## config.mk

```make
export PLATFORM = sky130hd
export DESIGN_NAME = psb_core
export DESIGN_NICKNAME = d
export VERILOG_FILES = /design/src/logic/psb_pkg.sv /design/src/logic/psb_fifo.sv /design/src/logic/psb_core.sv
export SDC_FILE = /design/constraint.sdc
export NUM_CORES = 1
export LEC_CHECK = 0
export ABC_AREA = 0
export BUFFER_PORTS_ARGS = -buffer_cell sky130_fd_sc_hd__buf_2
export CORE_AREA = 2 2 260 185
export CTS_CLUSTER_DIAMETER = 80
export DETAILED_ROUTE_END_ITERATION = 10
export DIE_AREA = 0 0 262 187
export GPL_ROUTABILITY_DRIVEN = 0
export PLACE_DENSITY = 0.57
export SLEW_MARGIN = 10
export SYNTH_ARGS = -nofsm -noshare
export SYNTH_HDL_FRONTEND = slang
export SYNTH_HIERARCHICAL = 1
export SYNTH_SLANG_ARGS = --single-unit
```

## constraint.sdc

```tcl
create_clock -name sys_clk -period 3.4 [get_ports sys_clk]
set_input_delay 0.17 -clock sys_clk [delete_from_list [all_inputs] [get_ports sys_clk]]
set_output_delay 0.17 -clock sys_clk [all_outputs]
set_load 0.005 [all_outputs]
```

## src/logic/psb_pkg.sv

```systemverilog
package psb_pkg;
  // Timing figures in their own units and the clock rate.
  localparam int SYS_CLK_MHZ = 200;
  localparam int MAX_SELECT_LOW_TIME_NS = 4000;
  localparam int REFRESH_HIGH_NS = 15;
  localparam int BURST_SELECT_HIGH_GAP_NS = 5;
  localparam int SLEEP_ENTRY_HOLD_US = 150;
  localparam int SLEEP_EXIT_PULSE_US = 10;
  localparam int WAKEUP_DELAY_US = 150;
  // Derived cycle counts: least times round up, longest times round down.
  localparam int MAX_LOW_CYC = (MAX_SELECT_LOW_TIME_NS * SYS_CLK_MHZ) / 1000;
  localparam int REFRESH_HIGH_CYC = (REFRESH_HIGH_NS * SYS_CLK_MHZ + 999) / 1000 + 1;
  localparam int GAP_CYC = (BURST_SELECT_HIGH_GAP_NS * SYS_CLK_MHZ + 999) / 1000;
  localparam int SLEEP_ENTRY_CYC = SLEEP_ENTRY_HOLD_US * SYS_CLK_MHZ;
  localparam int SLEEP_EXIT_CYC = SLEEP_EXIT_PULSE_US * SYS_CLK_MHZ;
  localparam int WAKEUP_CYC = WAKEUP_DELAY_US * SYS_CLK_MHZ;
  // Field layout of the bus configuration word.
  localparam int CFG_LAT_LSB = 11;
  localparam int CFG_LAT_W = 3;
  localparam int CFG_WAIT_TIMING_BIT = 8;
  localparam int CFG_SLEEP_BIT = 4;
  localparam int CFG_MODE_BIT = 15;
  localparam int DATA_W = 16;
  localparam int FIFO_DEPTH = 16;
  localparam logic [3:0] ROW_END_COL = 4'hF;
  localparam logic [3:0] CNT_ZERO = 4'h0;
  typedef enum logic [2:0] {PSB_IDLE, PSB_LAT, PSB_WRITE, PSB_READ, PSB_ROWWAIT} psb_state_t;
endpackage

```

## src/logic/psb_fifo.sv

```systemverilog
`timescale 1ns/1ps
module psb_fifo #(
  parameter int WIDTH = 18,
  parameter int DEPTH = 16
) (
  input wire logic sys_clk, // System clock.
  input wire logic rst_n, // Synchronous reset, active low.
  input wire logic in_valid, // Write word offered.
  output logic in_ready, // Room for a word.
  input wire logic [WIDTH-1:0] in_data, // Word written.
  output logic out_valid, // Word available.
  input wire logic out_ready, // Drain takes word.
  output logic [WIDTH-1:0] out_data // Oldest word, read straight from memory.
);
  localparam int AW = $clog2(DEPTH);
  logic [WIDTH-1:0] mem [DEPTH];
  logic [AW:0] wr_ptr_r;
  logic [AW:0] rd_ptr_r;
  logic [AW:0] count_r;
  logic push;
  logic pop;
  assign push = in_valid && in_ready;
  assign pop = out_valid && out_ready;
  assign in_ready = (count_r != AW'(0) + (AW+1)'(DEPTH)) || pop;
  assign out_valid = count_r != '0;
  assign out_data = mem[rd_ptr_r[AW-1:0]];
  always_ff @(posedge sys_clk)
  begin
    if (push)
    begin
      mem[wr_ptr_r[AW-1:0]] <= in_data;
    end
  end
  always_ff @(posedge sys_clk)
  begin
    if (!rst_n)
    begin
      wr_ptr_r <= '0;
      rd_ptr_r <= '0;
      count_r <= '0;
    end
    else
    begin
      if (push)
      begin
        wr_ptr_r <= wr_ptr_r + (AW+1)'(1);
      end
      if (pop)
      begin
        rd_ptr_r <= rd_ptr_r + (AW+1)'(1);
      end
      count_r <= count_r + (AW+1)'(push) - (AW+1)'(pop);
    end
  end
endmodule

```

## src/logic/psb_core.sv

```systemverilog
`timescale 1ns/1ps
// Function
// Controller refreshes within max select-low time.
// Select high clocked or long counts refresh.
// Write strobe low no longer than limit.
// Address setup needed only for slow select.
// Read suspend holds burst clock static.
// Suspended read keeps driving valid data.
// Select rises before second/third clock.
// Burst write waits latency-count cycles.
// Row crossing read waits latency-count cycles.
// Latency clocks equal code plus one.
// Select high 150 us after sleep enable.
// Select low 10 us exits deep sleep.
// Wait wakeup delay before next command.
// Select high gap between async operations.
// Select high gap between burst operations.
// Select rises switching async and variable burst.
// Back-to-back bursts within select-low limit.
// Synchronous mode needs gap after async writes.
// Controller timer forces refresh opportunities; psb_host has no timer and keeps frames short instead.
// One write word per edge after latency.
module psb_core
  import psb_pkg::*;
#(
  parameter int SLEEP_EXIT_CYCLES = SLEEP_EXIT_CYC,
  parameter int WAKEUP_CYCLES = WAKEUP_CYC
) (
  input wire logic sys_clk, // System clock, 200 MHz.
  input wire logic rst_n, // Synchronous reset, active low.
  input wire logic burst_clk, // Burst clock pin, sampled.
  input wire logic select_n, // Select pin, active low.
  input wire logic address_valid_strobe_n, // Address valid, active low.
  input wire logic write_n, // Write strobe, active low.
  input wire logic output_drive_n, // Output enable, active low.
  input wire logic [1:0] byte_lane_selects_n, // Byte lanes, active low.
  input wire logic [3:0] col_addr, // Low address bits, row column.
  input wire logic [DATA_W-1:0] dq_in, // Data pins in.
  output logic [DATA_W-1:0] dq_out, // Data pins out.
  output logic dq_oe, // Data pins driven.
  output logic wait_out, // Wait indication, active high.
  input wire logic [DATA_W-1:0] bus_config_register, // Configuration word.
  input wire logic [DATA_W-1:0] read_word, // Array data for reads.
  output logic wr_valid, // Written word available.
  input wire logic wr_ready, // Array takes written word.
  output logic [DATA_W+1:0] wr_word, // Lanes and data.
  output logic deep_sleep, // Deep sleep state.
  output logic refresh_ok // Refresh opportunity seen.
);
  // ****************************************
  // Input synchronisers
  // ****************************************
  logic [1:0] clk_s_r, sel_s_r, adv_s_r, we_s_r, oe_s_r;
  logic clk_d_r;
  logic clk_rise;
  // Wait as it stood on the pin when the controller saw the burst clock rise.
  // The edge reaches the sequencer two cycles late, so wait is delayed to match.
  logic [1:0] wait_seen_r;
  always_ff @(posedge sys_clk)
  begin
    if (!rst_n)
    begin
      clk_s_r <= 2'h0;
      sel_s_r <= 2'h3;
      adv_s_r <= 2'h3;
      we_s_r <= 2'h3;
      oe_s_r <= 2'h3;
      clk_d_r <= 1'b0;
      wait_seen_r <= 2'h0;
    end
    else
    begin
      clk_s_r <= {clk_s_r[0], burst_clk};
      sel_s_r <= {sel_s_r[0], select_n};
      adv_s_r <= {adv_s_r[0], address_valid_strobe_n};
      we_s_r <= {we_s_r[0], write_n};
      oe_s_r <= {oe_s_r[0], output_drive_n};
      clk_d_r <= clk_s_r[1];
      wait_seen_r <= {wait_seen_r[0], wait_out};
    end
  end
  // Only rising edges are active; a clock held at either level suspends the burst.
  assign clk_rise = clk_s_r[1] && !clk_d_r;
  logic sel_lo;
  assign sel_lo = !sel_s_r[1];

  // ****************************************
  // Burst sequencer
  // ****************************************
  function automatic logic [3:0] lat_clocks(input logic [CFG_LAT_W-1:0] code);
    return 4'(code) + 4'h1;
  endfunction
  psb_state_t state_r;
  logic [3:0] lat_cnt_r;
  logic is_write_r;
  logic [3:0] col_r;
  logic [3:0] lat_load;
  logic fifo_in_ready;
  assign lat_load = lat_clocks(bus_config_register[CFG_LAT_LSB +: CFG_LAT_W]);
  always_ff @(posedge sys_clk)
  begin
    if (!rst_n || !sel_lo)
    begin
      state_r <= PSB_IDLE;
      lat_cnt_r <= CNT_ZERO;
      is_write_r <= 1'b0;
      col_r <= CNT_ZERO;
    end
    else if (clk_rise)
    begin
      case (state_r)
        PSB_IDLE:
        begin
          if (!adv_s_r[1])
          begin
            state_r <= PSB_LAT;
            lat_cnt_r <= lat_load - 4'h1;
            is_write_r <= !we_s_r[1];
            col_r <= col_addr;
          end
        end
        PSB_LAT:
        begin
          if (lat_cnt_r == CNT_ZERO)
          begin
            state_r <= is_write_r ? PSB_WRITE : PSB_READ;
          end
          else
          begin
            lat_cnt_r <= lat_cnt_r - 4'h1;
          end
        end
        PSB_WRITE, PSB_READ:
        begin
          // A write stalls while the array is backed up; the column then holds. Reads never stall.
          if (!is_write_r || !wait_seen_r[1])
          begin
            col_r <= col_r + 4'h1;
            if (col_r == ROW_END_COL)
            begin
              state_r <= PSB_ROWWAIT;
              lat_cnt_r <= lat_load - 4'h1;
            end
          end
        end
        PSB_ROWWAIT:
        begin
          if (lat_cnt_r == CNT_ZERO)
          begin
            state_r <= is_write_r ? PSB_WRITE : PSB_READ;
          end
          else
          begin
            lat_cnt_r <= lat_cnt_r - 4'h1;
          end
        end
        default: state_r <= PSB_IDLE;
      endcase
    end
  end

  // ****************************************
  // Wait and data pins
  // ****************************************
  logic wait_nxt;
  assign wait_nxt = (state_r == PSB_LAT) || (state_r == PSB_ROWWAIT) ||
                    (state_r == PSB_WRITE && !fifo_in_ready);
  always_ff @(posedge sys_clk)
  begin
    if (!rst_n)
    begin
      wait_out <= 1'b0;
      dq_oe <= 1'b0;
      dq_out <= '0;
    end
    else
    begin
      wait_out <= sel_lo && wait_nxt;
      // Output drive follows select, the enable and the read state, not the clock, so a stopped clock keeps data valid.
      dq_oe <= sel_lo && !oe_s_r[1] && state_r == PSB_READ;
      if (state_r == PSB_READ && clk_rise)
      begin
        dq_out <= read_word;
      end
    end
  end

  // ****************************************
  // Write data buffer
  // ****************************************
  logic fifo_push;
  assign fifo_push = sel_lo && clk_rise && state_r == PSB_WRITE && !wait_seen_r[1];
  logic fifo_out_valid;
  logic fifo_out_ready;
  // The buffer only gives up a word when the output register is free or being taken.
  assign fifo_out_ready = !wr_valid || wr_ready;
  logic [DATA_W+1:0] fifo_out_data;
  psb_fifo #(.WIDTH(DATA_W+2), .DEPTH(FIFO_DEPTH)) u_fifo (
    .sys_clk(sys_clk),
    .rst_n(rst_n),
    .in_valid(fifo_push),
    .in_ready(fifo_in_ready),
    .in_data({byte_lane_selects_n, dq_in}),
    .out_valid(fifo_out_valid),
    .out_ready(fifo_out_ready),
    .out_data(fifo_out_data)
  );
  always_ff @(posedge sys_clk)
  begin
    if (!rst_n)
    begin
      wr_valid <= 1'b0;
      wr_word <= '0;
    end
    else
    begin
      if (fifo_out_ready)
      begin
        wr_valid <= fifo_out_valid;
        wr_word <= fifo_out_data;
      end
    end
  end

  // ****************************************
  // Refresh opportunity and deep sleep
  // ****************************************
  logic [3:0] high_cnt_r;
  logic [31:0] sleep_cnt_r;
  logic sleep_r;
  logic sleep_armed_r;
  always_ff @(posedge sys_clk)
  begin
    if (!rst_n)
    begin
      high_cnt_r <= CNT_ZERO;
      refresh_ok <= 1'b0;
    end
    else
    begin
      high_cnt_r <= sel_lo ? CNT_ZERO : (high_cnt_r == 4'hF ? high_cnt_r : high_cnt_r + 4'h1);
      refresh_ok <= !sel_lo && (clk_rise || high_cnt_r >= 4'(REFRESH_HIGH_CYC));
    end
  end
  always_ff @(posedge sys_clk)
  begin
    if (!rst_n)
    begin
      sleep_r <= 1'b0;
      sleep_armed_r <= 1'b0;
      sleep_cnt_r <= '0;
      deep_sleep <= 1'b0;
    end
    else
    begin
      sleep_armed_r <= !bus_config_register[CFG_SLEEP_BIT];
      if (!sleep_r)
      begin
        sleep_cnt_r <= '0;
        if (sleep_armed_r && !sel_lo)
        begin
          sleep_r <= 1'b1;
        end
      end
      else if (sel_lo)
      begin
        sleep_cnt_r <= sleep_cnt_r + 32'h1;
        if (sleep_cnt_r >= 32'(SLEEP_EXIT_CYCLES - 1))
        begin
          sleep_r <= 1'b0;
        end
      end
      else
      begin
        sleep_cnt_r <= '0;
      end
      deep_sleep <= sleep_r;
    end
  end

  // ****************************************
  // Checks
  // ****************************************
  a_wait_in_lat: assert property (@(posedge sys_clk) disable iff (!rst_n)
    (sel_lo && state_r == PSB_LAT) |=> wait_out)
    else $error("Wait not shown during latency.");
  a_lat_load: assert property (@(posedge sys_clk) disable iff (!rst_n)
    (state_r == PSB_IDLE && sel_lo && clk_rise && !adv_s_r[1]) |=>
    lat_cnt_r == lat_load - 4'h1)
    else $error("Latency count not code plus one.");
  a_row_wait: assert property (@(posedge sys_clk) disable iff (!rst_n)
    (sel_lo && clk_rise && state_r == PSB_READ && col_r == ROW_END_COL) |=>
    state_r == PSB_ROWWAIT)
    else $error("Row crossing did not wait.");
  a_suspend_data: assert property (@(posedge sys_clk) disable iff (!rst_n)
    (state_r == PSB_READ && !clk_rise && $stable(state_r)) |=> $stable(dq_out))
    else $error("Suspended data changed.");
  a_write_push: assert property (@(posedge sys_clk) disable iff (!rst_n)
    (fifo_push && fifo_in_ready) |=> ##1 wr_valid || fifo_out_valid)
    else $error("Written word lost.");
  a_refresh_seen: assert property (@(posedge sys_clk) disable iff (!rst_n)
    (!sel_lo && clk_rise) |=> refresh_ok)
    else $error("Clocked select high not seen.");
  a_oe_drive: assert property (@(posedge sys_clk) disable iff (!rst_n)
    (oe_s_r[1]) |=> !dq_oe)
    else $error("Data driven with enable high.");
  a_sleep_exit: assert property (@(posedge sys_clk) disable iff (!rst_n)
    (sleep_r && !sel_lo) |=> sleep_r)
    else $error("Sleep left without select low.");
endmodule

```

# Word level (Yosys, flattened, before mapping)
# Memories as Yosys holds them, arrays and structs flattened. A register that Yosys moved wholly into a read port is not among the register bits.
# Index checks and enable logic that the tools add are counted.
# word_totals
reg_bits	99
mem_bits_rw	288
input_bits	62
output_inout_bits	39
elab_cells	116
mem_count	1
# op_classes
n_addsub	10
order_cmp	2
n_eq_ne	12
n_mux	20
bitwise	3
n_reduce_logical	44
# mem_list
name	depth	width	rd	rd_ports_with_merged_regs	wr	line_no	rtl
u_fifo.mem	16	18	1	1	1	psb_fifo.sv:16	logic [WIDTH-1:0] mem [DEPTH];
# ops
cell	n
32-bit by 1-bit adder with 32-bit output, second input constant	1
32-bit by 11-bit greater-or-equal comparator with 1-bit output, second input constant	1
4-bit 2-to-1 mux	6
1-bit logical AND	13
3-bit 2-to-1 mux	4
4-bit case mux with 3 select lines	1
1-bit logical NOT	11
5-bit by 1-bit adder with 5-bit output, second input constant	2
3-bit case mux with 3 select lines	1
4-bit by 1-bit adder with 4-bit output, second input constant	2
4-bit equality test, second input constant	2
2-bit inequality test, second input constant	4
4-bit case mux with 2 select lines	1
4-bit by 1-bit subtractor with 4-bit output, second input constant	2
1-bit logical OR	7
1-bit 2-to-1 mux	7
3-bit by 2-bit equality test with 1-bit output, second input constant	2
6-bit AND reduction	1
5-bit by 1-bit adder with 5-bit output	1
5-bit inequality test, second input constant	1
5-bit AND reduction	1
5-bit nonzero test	1
5-bit by 1-bit subtractor with 5-bit output	1
3-bit by 1-bit adder with 4-bit output, second input constant	1
other kinds (14)	17

# Logic depth before layout (Yosys ltp)
# logic_depth
word_depth	8
ltp_mapped	14

# Modules after synthesis
# The synthesis kept the hierarchy.
# by_module_without_submodules
module	n_inst	cells_per_inst	area_per_inst_um2
psb_fifo	1	550	11748.8
psb_core	1	500	4391.7

# Worst setup path after synthesis
# OpenSTA, ideal clock, no wires.
# synth_path
path_type	flip-flop to flip-flop
from	register wr_valid
to	memory u_fifo.mem[0][0] (enable)
setup_time_ns	0.416
t_arrival_ns	2.675
required_time_ns	2.984
path_slack_ns	0.309
stages_incl_launch_ff	8
n_path_buf	1
cell_sequence	dfxtp_1 -> nor2b_1 -> clkinv_1 -> clkbuf_1 -> nand2b_1 -> o21a_2 -> nand2_1 -> nor3_1
# synth_via
elab_chain_len	7
# synth_rtl
element	line_no	rtl
start, declared	psb_core.sv:44	output logic wr_valid,
start signal, assigned	psb_core.sv:219	wr_valid <= fifo_out_valid;
1-bit logical NOT	psb_core.sv:196	assign fifo_out_ready = !wr_valid || wr_ready;
1-bit logical OR	psb_core.sv:196	
net fifo_out_ready	psb_core.sv:194	logic fifo_out_ready;
1-bit logical AND	psb_fifo.sv:23	assign pop = out_valid && out_ready;
1-bit logical OR	psb_fifo.sv:24	assign in_ready = (count_r != AW'(0) + (AW+1)'(DEPTH)) || pop;
1-bit logical AND	psb_fifo.sv:22	assign push = in_valid && in_ready;
1-bit 2-to-1 mux	psb_fifo.sv:29	if (push)
1-bit 2-to-1 mux (not written as such)	psb_fifo.sv:31	mem[wr_ptr_r[AW-1:0]] <= in_data;
end, declared	psb_fifo.sv:16	
# The timed path passes the listed nets, and every way through them passes these cells.

# Worst setup path in the final report
# layout_path
from	register clk_d_r
to	register u_fifo.count_r[4]
# layout_via
elab_chain_len	8
# layout_rtl
element	line_no	rtl
start, declared	psb_core.sv:54	logic clk_d_r;
start signal, assigned	psb_core.sv:78	clk_d_r <= clk_s_r[1];
1-bit logical NOT	psb_core.sv:83	assign clk_rise = clk_s_r[1] && !clk_d_r;
1-bit logical AND	psb_core.sv:83	
1-bit logical AND (3 in a row)	psb_core.sv:192	assign fifo_push = sel_lo && clk_rise && state_r == PSB_WRITE && !wait_seen_r[1];
net fifo_push	psb_core.sv:191	logic fifo_push;
1-bit logical AND	psb_fifo.sv:22	
5-bit by 1-bit adder with 5-bit output	psb_fifo.sv:52	count_r <= count_r + (AW+1)'(push) - (AW+1)'(pop);
5-bit by 1-bit subtractor with 5-bit output	psb_fifo.sv:52	
end signal, assigned	psb_fifo.sv:52	
end, declared	psb_fifo.sv:19	logic [AW:0] count_r;
# The timed path passes the listed nets, and every way through them passes these cells.
# A chain may end at the register's enable or synchronous reset.

==> run summary <==
Kind of path behind the tightest hold check = input pin to flop
Core Area = 46,900 µm²
First-pass detailed-route iteration total = 5
Layout-stage area growth over the synthesis result = 18.9%
CTS Root Cell = sky130_fd_sc_hd__clkbuf_16
Global route overflow = 0
Post-Synthesis Net Count = 1,128
Maximum number of pins on one net before global-route repair = 67
RSZ-0062 raised after global routing = false
Post-CTS repair timing setup buffer count = 0
Result of the run = completed
Total power of the final layout = 12,000 µW
Avg Vias per Cell = 5.02
Via count of the first global-routing pass = 9,192
Horiz. Die Dim = 262 µm
CTS tree = done
Hold_sp = dq_in[13]
FFs w/ async S/R, synth = 0%
CTS Buffer Depth = 3
DP Area = 17,400 µm²
Number of synthesized flops with an enable pin = 288
Post-synthesis sequential area ratio = 68.3%
Inserted Clock Buffers = 41
Total detailed-routing wirelength = 35,400 µm
Peak ir drop on the vdd network = 0.381 mV
# DRC = 0
CTS sink cnt = 407
Capturing element type of the critical path = flop
Data arrival time of the critical path = 3.50 ns
Post-synth design cell area = 16,100 µm²
Reg2Reg Depth = 13
Antenna fix cells = 0
Global-route wire length before repair = 54,500 µm
Buffers added on ports = 88
Pwr/cell area = 625 nW/µm²
Iter 0 DRT Violations = 615
Overall Global Routing Usage = 14.5%
Primary FF master, synth = sky130_fd_sc_hd__edfxtp_1
Max Clock Freq = 327 MHz
Number of synthesized register bits = 407
Startpoint Class = flop
Final setup violation count = 0
Number of antenna-violating nets in the routed design = 0
Die outline area = 49,000 µm²
Clock transition at the registers of the reported paths = 0.06 ns
RR Endpoint = u_fifo/count_r[4]
Largest stage delay on the critical path = 0.42 ns
Setup TNS = 0 ns
Origin of the critical flop-to-flop path = clk_d_r
Insertion delay to the later sink of the worst-skew pair = 0.55 ns
Count of final hold-check violations = 0
Dpl hpwl = 21,400 µm
Series of cell instances along the critical path = nand2b_1, or3_1, nor3_2, o21a_2, inv_1, ha_1, inv_1, ha_1, fa_1, a21oi_1, nor2_1, or3_1, and3_1
Fraction of final layout cells sized beyond drive strength 1 = 23.1%
Average cell area after synthesis = 15.4 µm²
Max Fanout on Critical Path = 6
Final Skew = 0.00861 ns
Slowest cell on the critical path = sky130_fd_sc_hd__fa_1
Portion of the clock cycle consumed by the worst path in the final layout = 90.0%
Routed wire per std cell = 19.0 µm
Relative slew slack = 49.0%
Transition time at the pin with the least slew margin = 0.763 ns
Depth of the CTS H-tree = 2
Max_cap viols = 0
Worst hold path depth = 1
Overall via count from detail_route = 9,350
Final Non-Filler Cells = 1,861
Worst hold path endpoint = u_fifo/mem[3][13]
Starting density of the core = 34.4%
Class of the most critical setup path = flop to flop
Antenna violations before repair = 1
Final Max Slew Viols = 0
Post-placement cell count = 1,744
Worst path required time = 3.84 ns
Die Y = 187 µm
Num ports = 101
Number of instances in the synthesized netlist = 1,050
Library cells used by synthesis = 70
Static power due to leakage = 0.00638 µW
Cell Rows = 67
Design area = 19,200 µm²
Nets@finish = 1,288
Flop-to-flop setup slack = 0.34 ns
Synth warnings = 6
Final min period = 3.06 ns
## placed cells by master (no fill, tap or decap), types with 14 or more instances in the layout
| cell type | synthesis | layout |
|---|---|---|
| sky130_fd_sc_hd__edfxtp_1 | 288 | 288 |
| sky130_fd_sc_hd__dfxtp_1 | 119 | 117 |
| sky130_fd_sc_hd__nand2_1 | 113 | 113 |
| sky130_fd_sc_hd__buf_2 | 8 | 88 |
| sky130_fd_sc_hd__mux4_2 | 62 | 62 |
| sky130_fd_sc_hd__dlygate4sd3_1 | 0 | 44 |
| sky130_fd_sc_hd__clkbuf_16 | 0 | 41 |
| sky130_fd_sc_hd__a21boi_0 | 36 | 36 |
| sky130_fd_sc_hd__buf_4 | 3 | 36 |
| sky130_fd_sc_hd__a22oi_1 | 36 | 36 |
| sky130_fd_sc_hd__a21oi_1 | 29 | 29 |
| sky130_fd_sc_hd__nor2_1 | 39 | 26 |
| sky130_fd_sc_hd__and2_1 | 22 | 22 |
| sky130_fd_sc_hd__nand3_1 | 20 | 20 |
| sky130_fd_sc_hd__o21ai_0 | 17 | 17 |
| sky130_fd_sc_hd__inv_1 | 16 | 16 |
| sky130_fd_sc_hd__nand2b_1 | 15 | 15 |
| sky130_fd_sc_hd__ha_1 | 15 | 15 |
| sky130_fd_sc_hd__or4_1 | 14 | 14 |
| sky130_fd_sc_hd__o31ai_1 | 14 | 14 |
## worst max path at each step
stage | cells after the start | startpoint | slack [ns] | end
after floorplan | 7 | wr_valid | 0.31 | u_fifo/mem[0][0]
after global placement | 13 | clk_d_r | 0.21 | u_fifo/count_r[4]
after CTS | 13 | clk_d_r | 0.21 | u_fifo/count_r[4]
after detailed placement | 13 | clk_d_r | 0.23 | u_fifo/count_r[4]
final | 13 | clk_d_r | 0.34 | u_fifo/count_r[4]
after global routing | 13 | clk_d_r | 0.13 | u_fifo/count_r[4]
## synthesized netlist by cell type, types with 2 or more instances
master	instances	share of area, %
sky130_fd_sc_hd__nand2b_1	15	0.58
sky130_fd_sc_hd__and2_0	2	0.078
sky130_fd_sc_hd__or4_1	14	0.65
sky130_fd_sc_hd__ha_1	15	1.2
sky130_fd_sc_hd__a22oi_1	36	1.7
sky130_fd_sc_hd__a31oi_1	2	0.078
sky130_fd_sc_hd__and4_1	4	0.22
sky130_fd_sc_hd__clkbuf_1	28	0.65
sky130_fd_sc_hd__o31ai_1	14	0.65
sky130_fd_sc_hd__mux2i_1	3	0.19
sky130_fd_sc_hd__buf_2	8	0.25
sky130_fd_sc_hd__a21boi_0	36	1.7
sky130_fd_sc_hd__and2_1	22	0.85
sky130_fd_sc_hd__o21ai_0	17	0.53
sky130_fd_sc_hd__nand2_1	113	2.6
sky130_fd_sc_hd__inv_1	16	0.37
sky130_fd_sc_hd__nor3_1	14	0.43
sky130_fd_sc_hd__or2_2	2	0.078
sky130_fd_sc_hd__mux4_2	62	8.7
sky130_fd_sc_hd__or3_1	9	0.35
sky130_fd_sc_hd__mux4_1	10	1.6
sky130_fd_sc_hd__buf_1	4	0.093
sky130_fd_sc_hd__buf_4	3	0.14
sky130_fd_sc_hd__xnor2_1	12	0.65
sky130_fd_sc_hd__edfxtp_1	288	54
sky130_fd_sc_hd__and3_1	5	0.19
sky130_fd_sc_hd__o2111ai_1	2	0.11
sky130_fd_sc_hd__xor2_1	10	0.54
sky130_fd_sc_hd__nand2_2	2	0.078
sky130_fd_sc_hd__nand3_1	20	0.62
sky130_fd_sc_hd__nor2b_1	8	0.31
sky130_fd_sc_hd__a211oi_1	2	0.093
sky130_fd_sc_hd__nor4_1	6	0.23
sky130_fd_sc_hd__nor3b_1	3	0.14
sky130_fd_sc_hd__or2_0	2	0.078
sky130_fd_sc_hd__a21oi_1	29	0.90
sky130_fd_sc_hd__or4b_1	3	0.19
sky130_fd_sc_hd__nand4_1	11	0.43
sky130_fd_sc_hd__buf_6	11	0.77
sky130_fd_sc_hd__nor2_1	39	0.91
sky130_fd_sc_hd__dfxtp_1	119	15
## critical path: cells and delay by family (launching register included)
family,cells,cell delay (ns)
AND/OR/NAND/NOR,6,1.25
buffers and inverters,2,0.13
adder cells (fa/ha/maj),3,0.90
AO/OA/AOI/OAI,2,0.38
flip-flops,1,0.31
## state kept, by name, indices dropped and copies added, names as in the netlist, 2 cells and up, named ones only
register,cells
u_fifo/mem,288
sleep_cnt_r,32
wr_word,18
dq_out,16
u_fifo/count_r,5
col_r,4
high_cnt_r,4
lat_cnt_r,4
u_fifo/rd_ptr_r,4
u_fifo/wr_ptr_r,4
state_r,3
adv_s_r,2
clk_s_r,2
oe_s_r,2
sel_s_r,2
wait_seen_r,2
we_s_r,2
## report_power, final
part	total [µW]	switching [µW]	internal, µW
clock	4400	1910	2490
sequential	5600	160	5440
combinational	1990	939	1050
total	12000	3010	8980
## stage by stage
stage | utilization (%) | hold slack, ns | setup WS [ns]
after floorplan | - | 0.242 | 0.309
after global placement | 37.2 | 0.336 | 0.212
after detailed placement | 37.2 | 0.341 | 0.234
after CTS | 40.9 | 0.00240 | 0.214
after global routing | 40.9 | 0.0132 | 0.131
final | 40.9 | 0.0230 | 0.342
## timing repair
action                                  4_1_cts  5_1_grt
hold buffers                                 44        0
endpoints found under the hold margin       268        0
resized for setup                             0        1
endpoints found under the setup margin        0        1
## cells by family after synthesis
| logic type | synth area share (%) |
|---|---|
| flip-flops | 68.3 |
| AND/OR/NAND/NOR | 9.74 |
| AO/OA/AOI/OAI | 6.57 |
| multiplexers | 10.5 |
| buffers and inverters | 2.29 |
| XOR/XNOR | 1.29 |
| adder cells (fa/ha/maj) | 1.29 |
## layer usage
metal	share of wire [%]	track usage, %	vias to the layer above
met5	0	0	-
met4	1.5	3.22	0
met3	4.9	2.66	41
met2	45	21.7	202
met1	49	22.0	4724
li1	-	-	4383
## final cells by class
class	count	area, µm²
multi-input combinational	572	4800
timing repair buffer	171	1210
clock buffer	51	1060
clock inverter	22	233
inverter	17	63.8
tap	621	777
fill	4306	27800
sequential	407	11000
No activity file was read; power rests on OpenSTA's default activity.
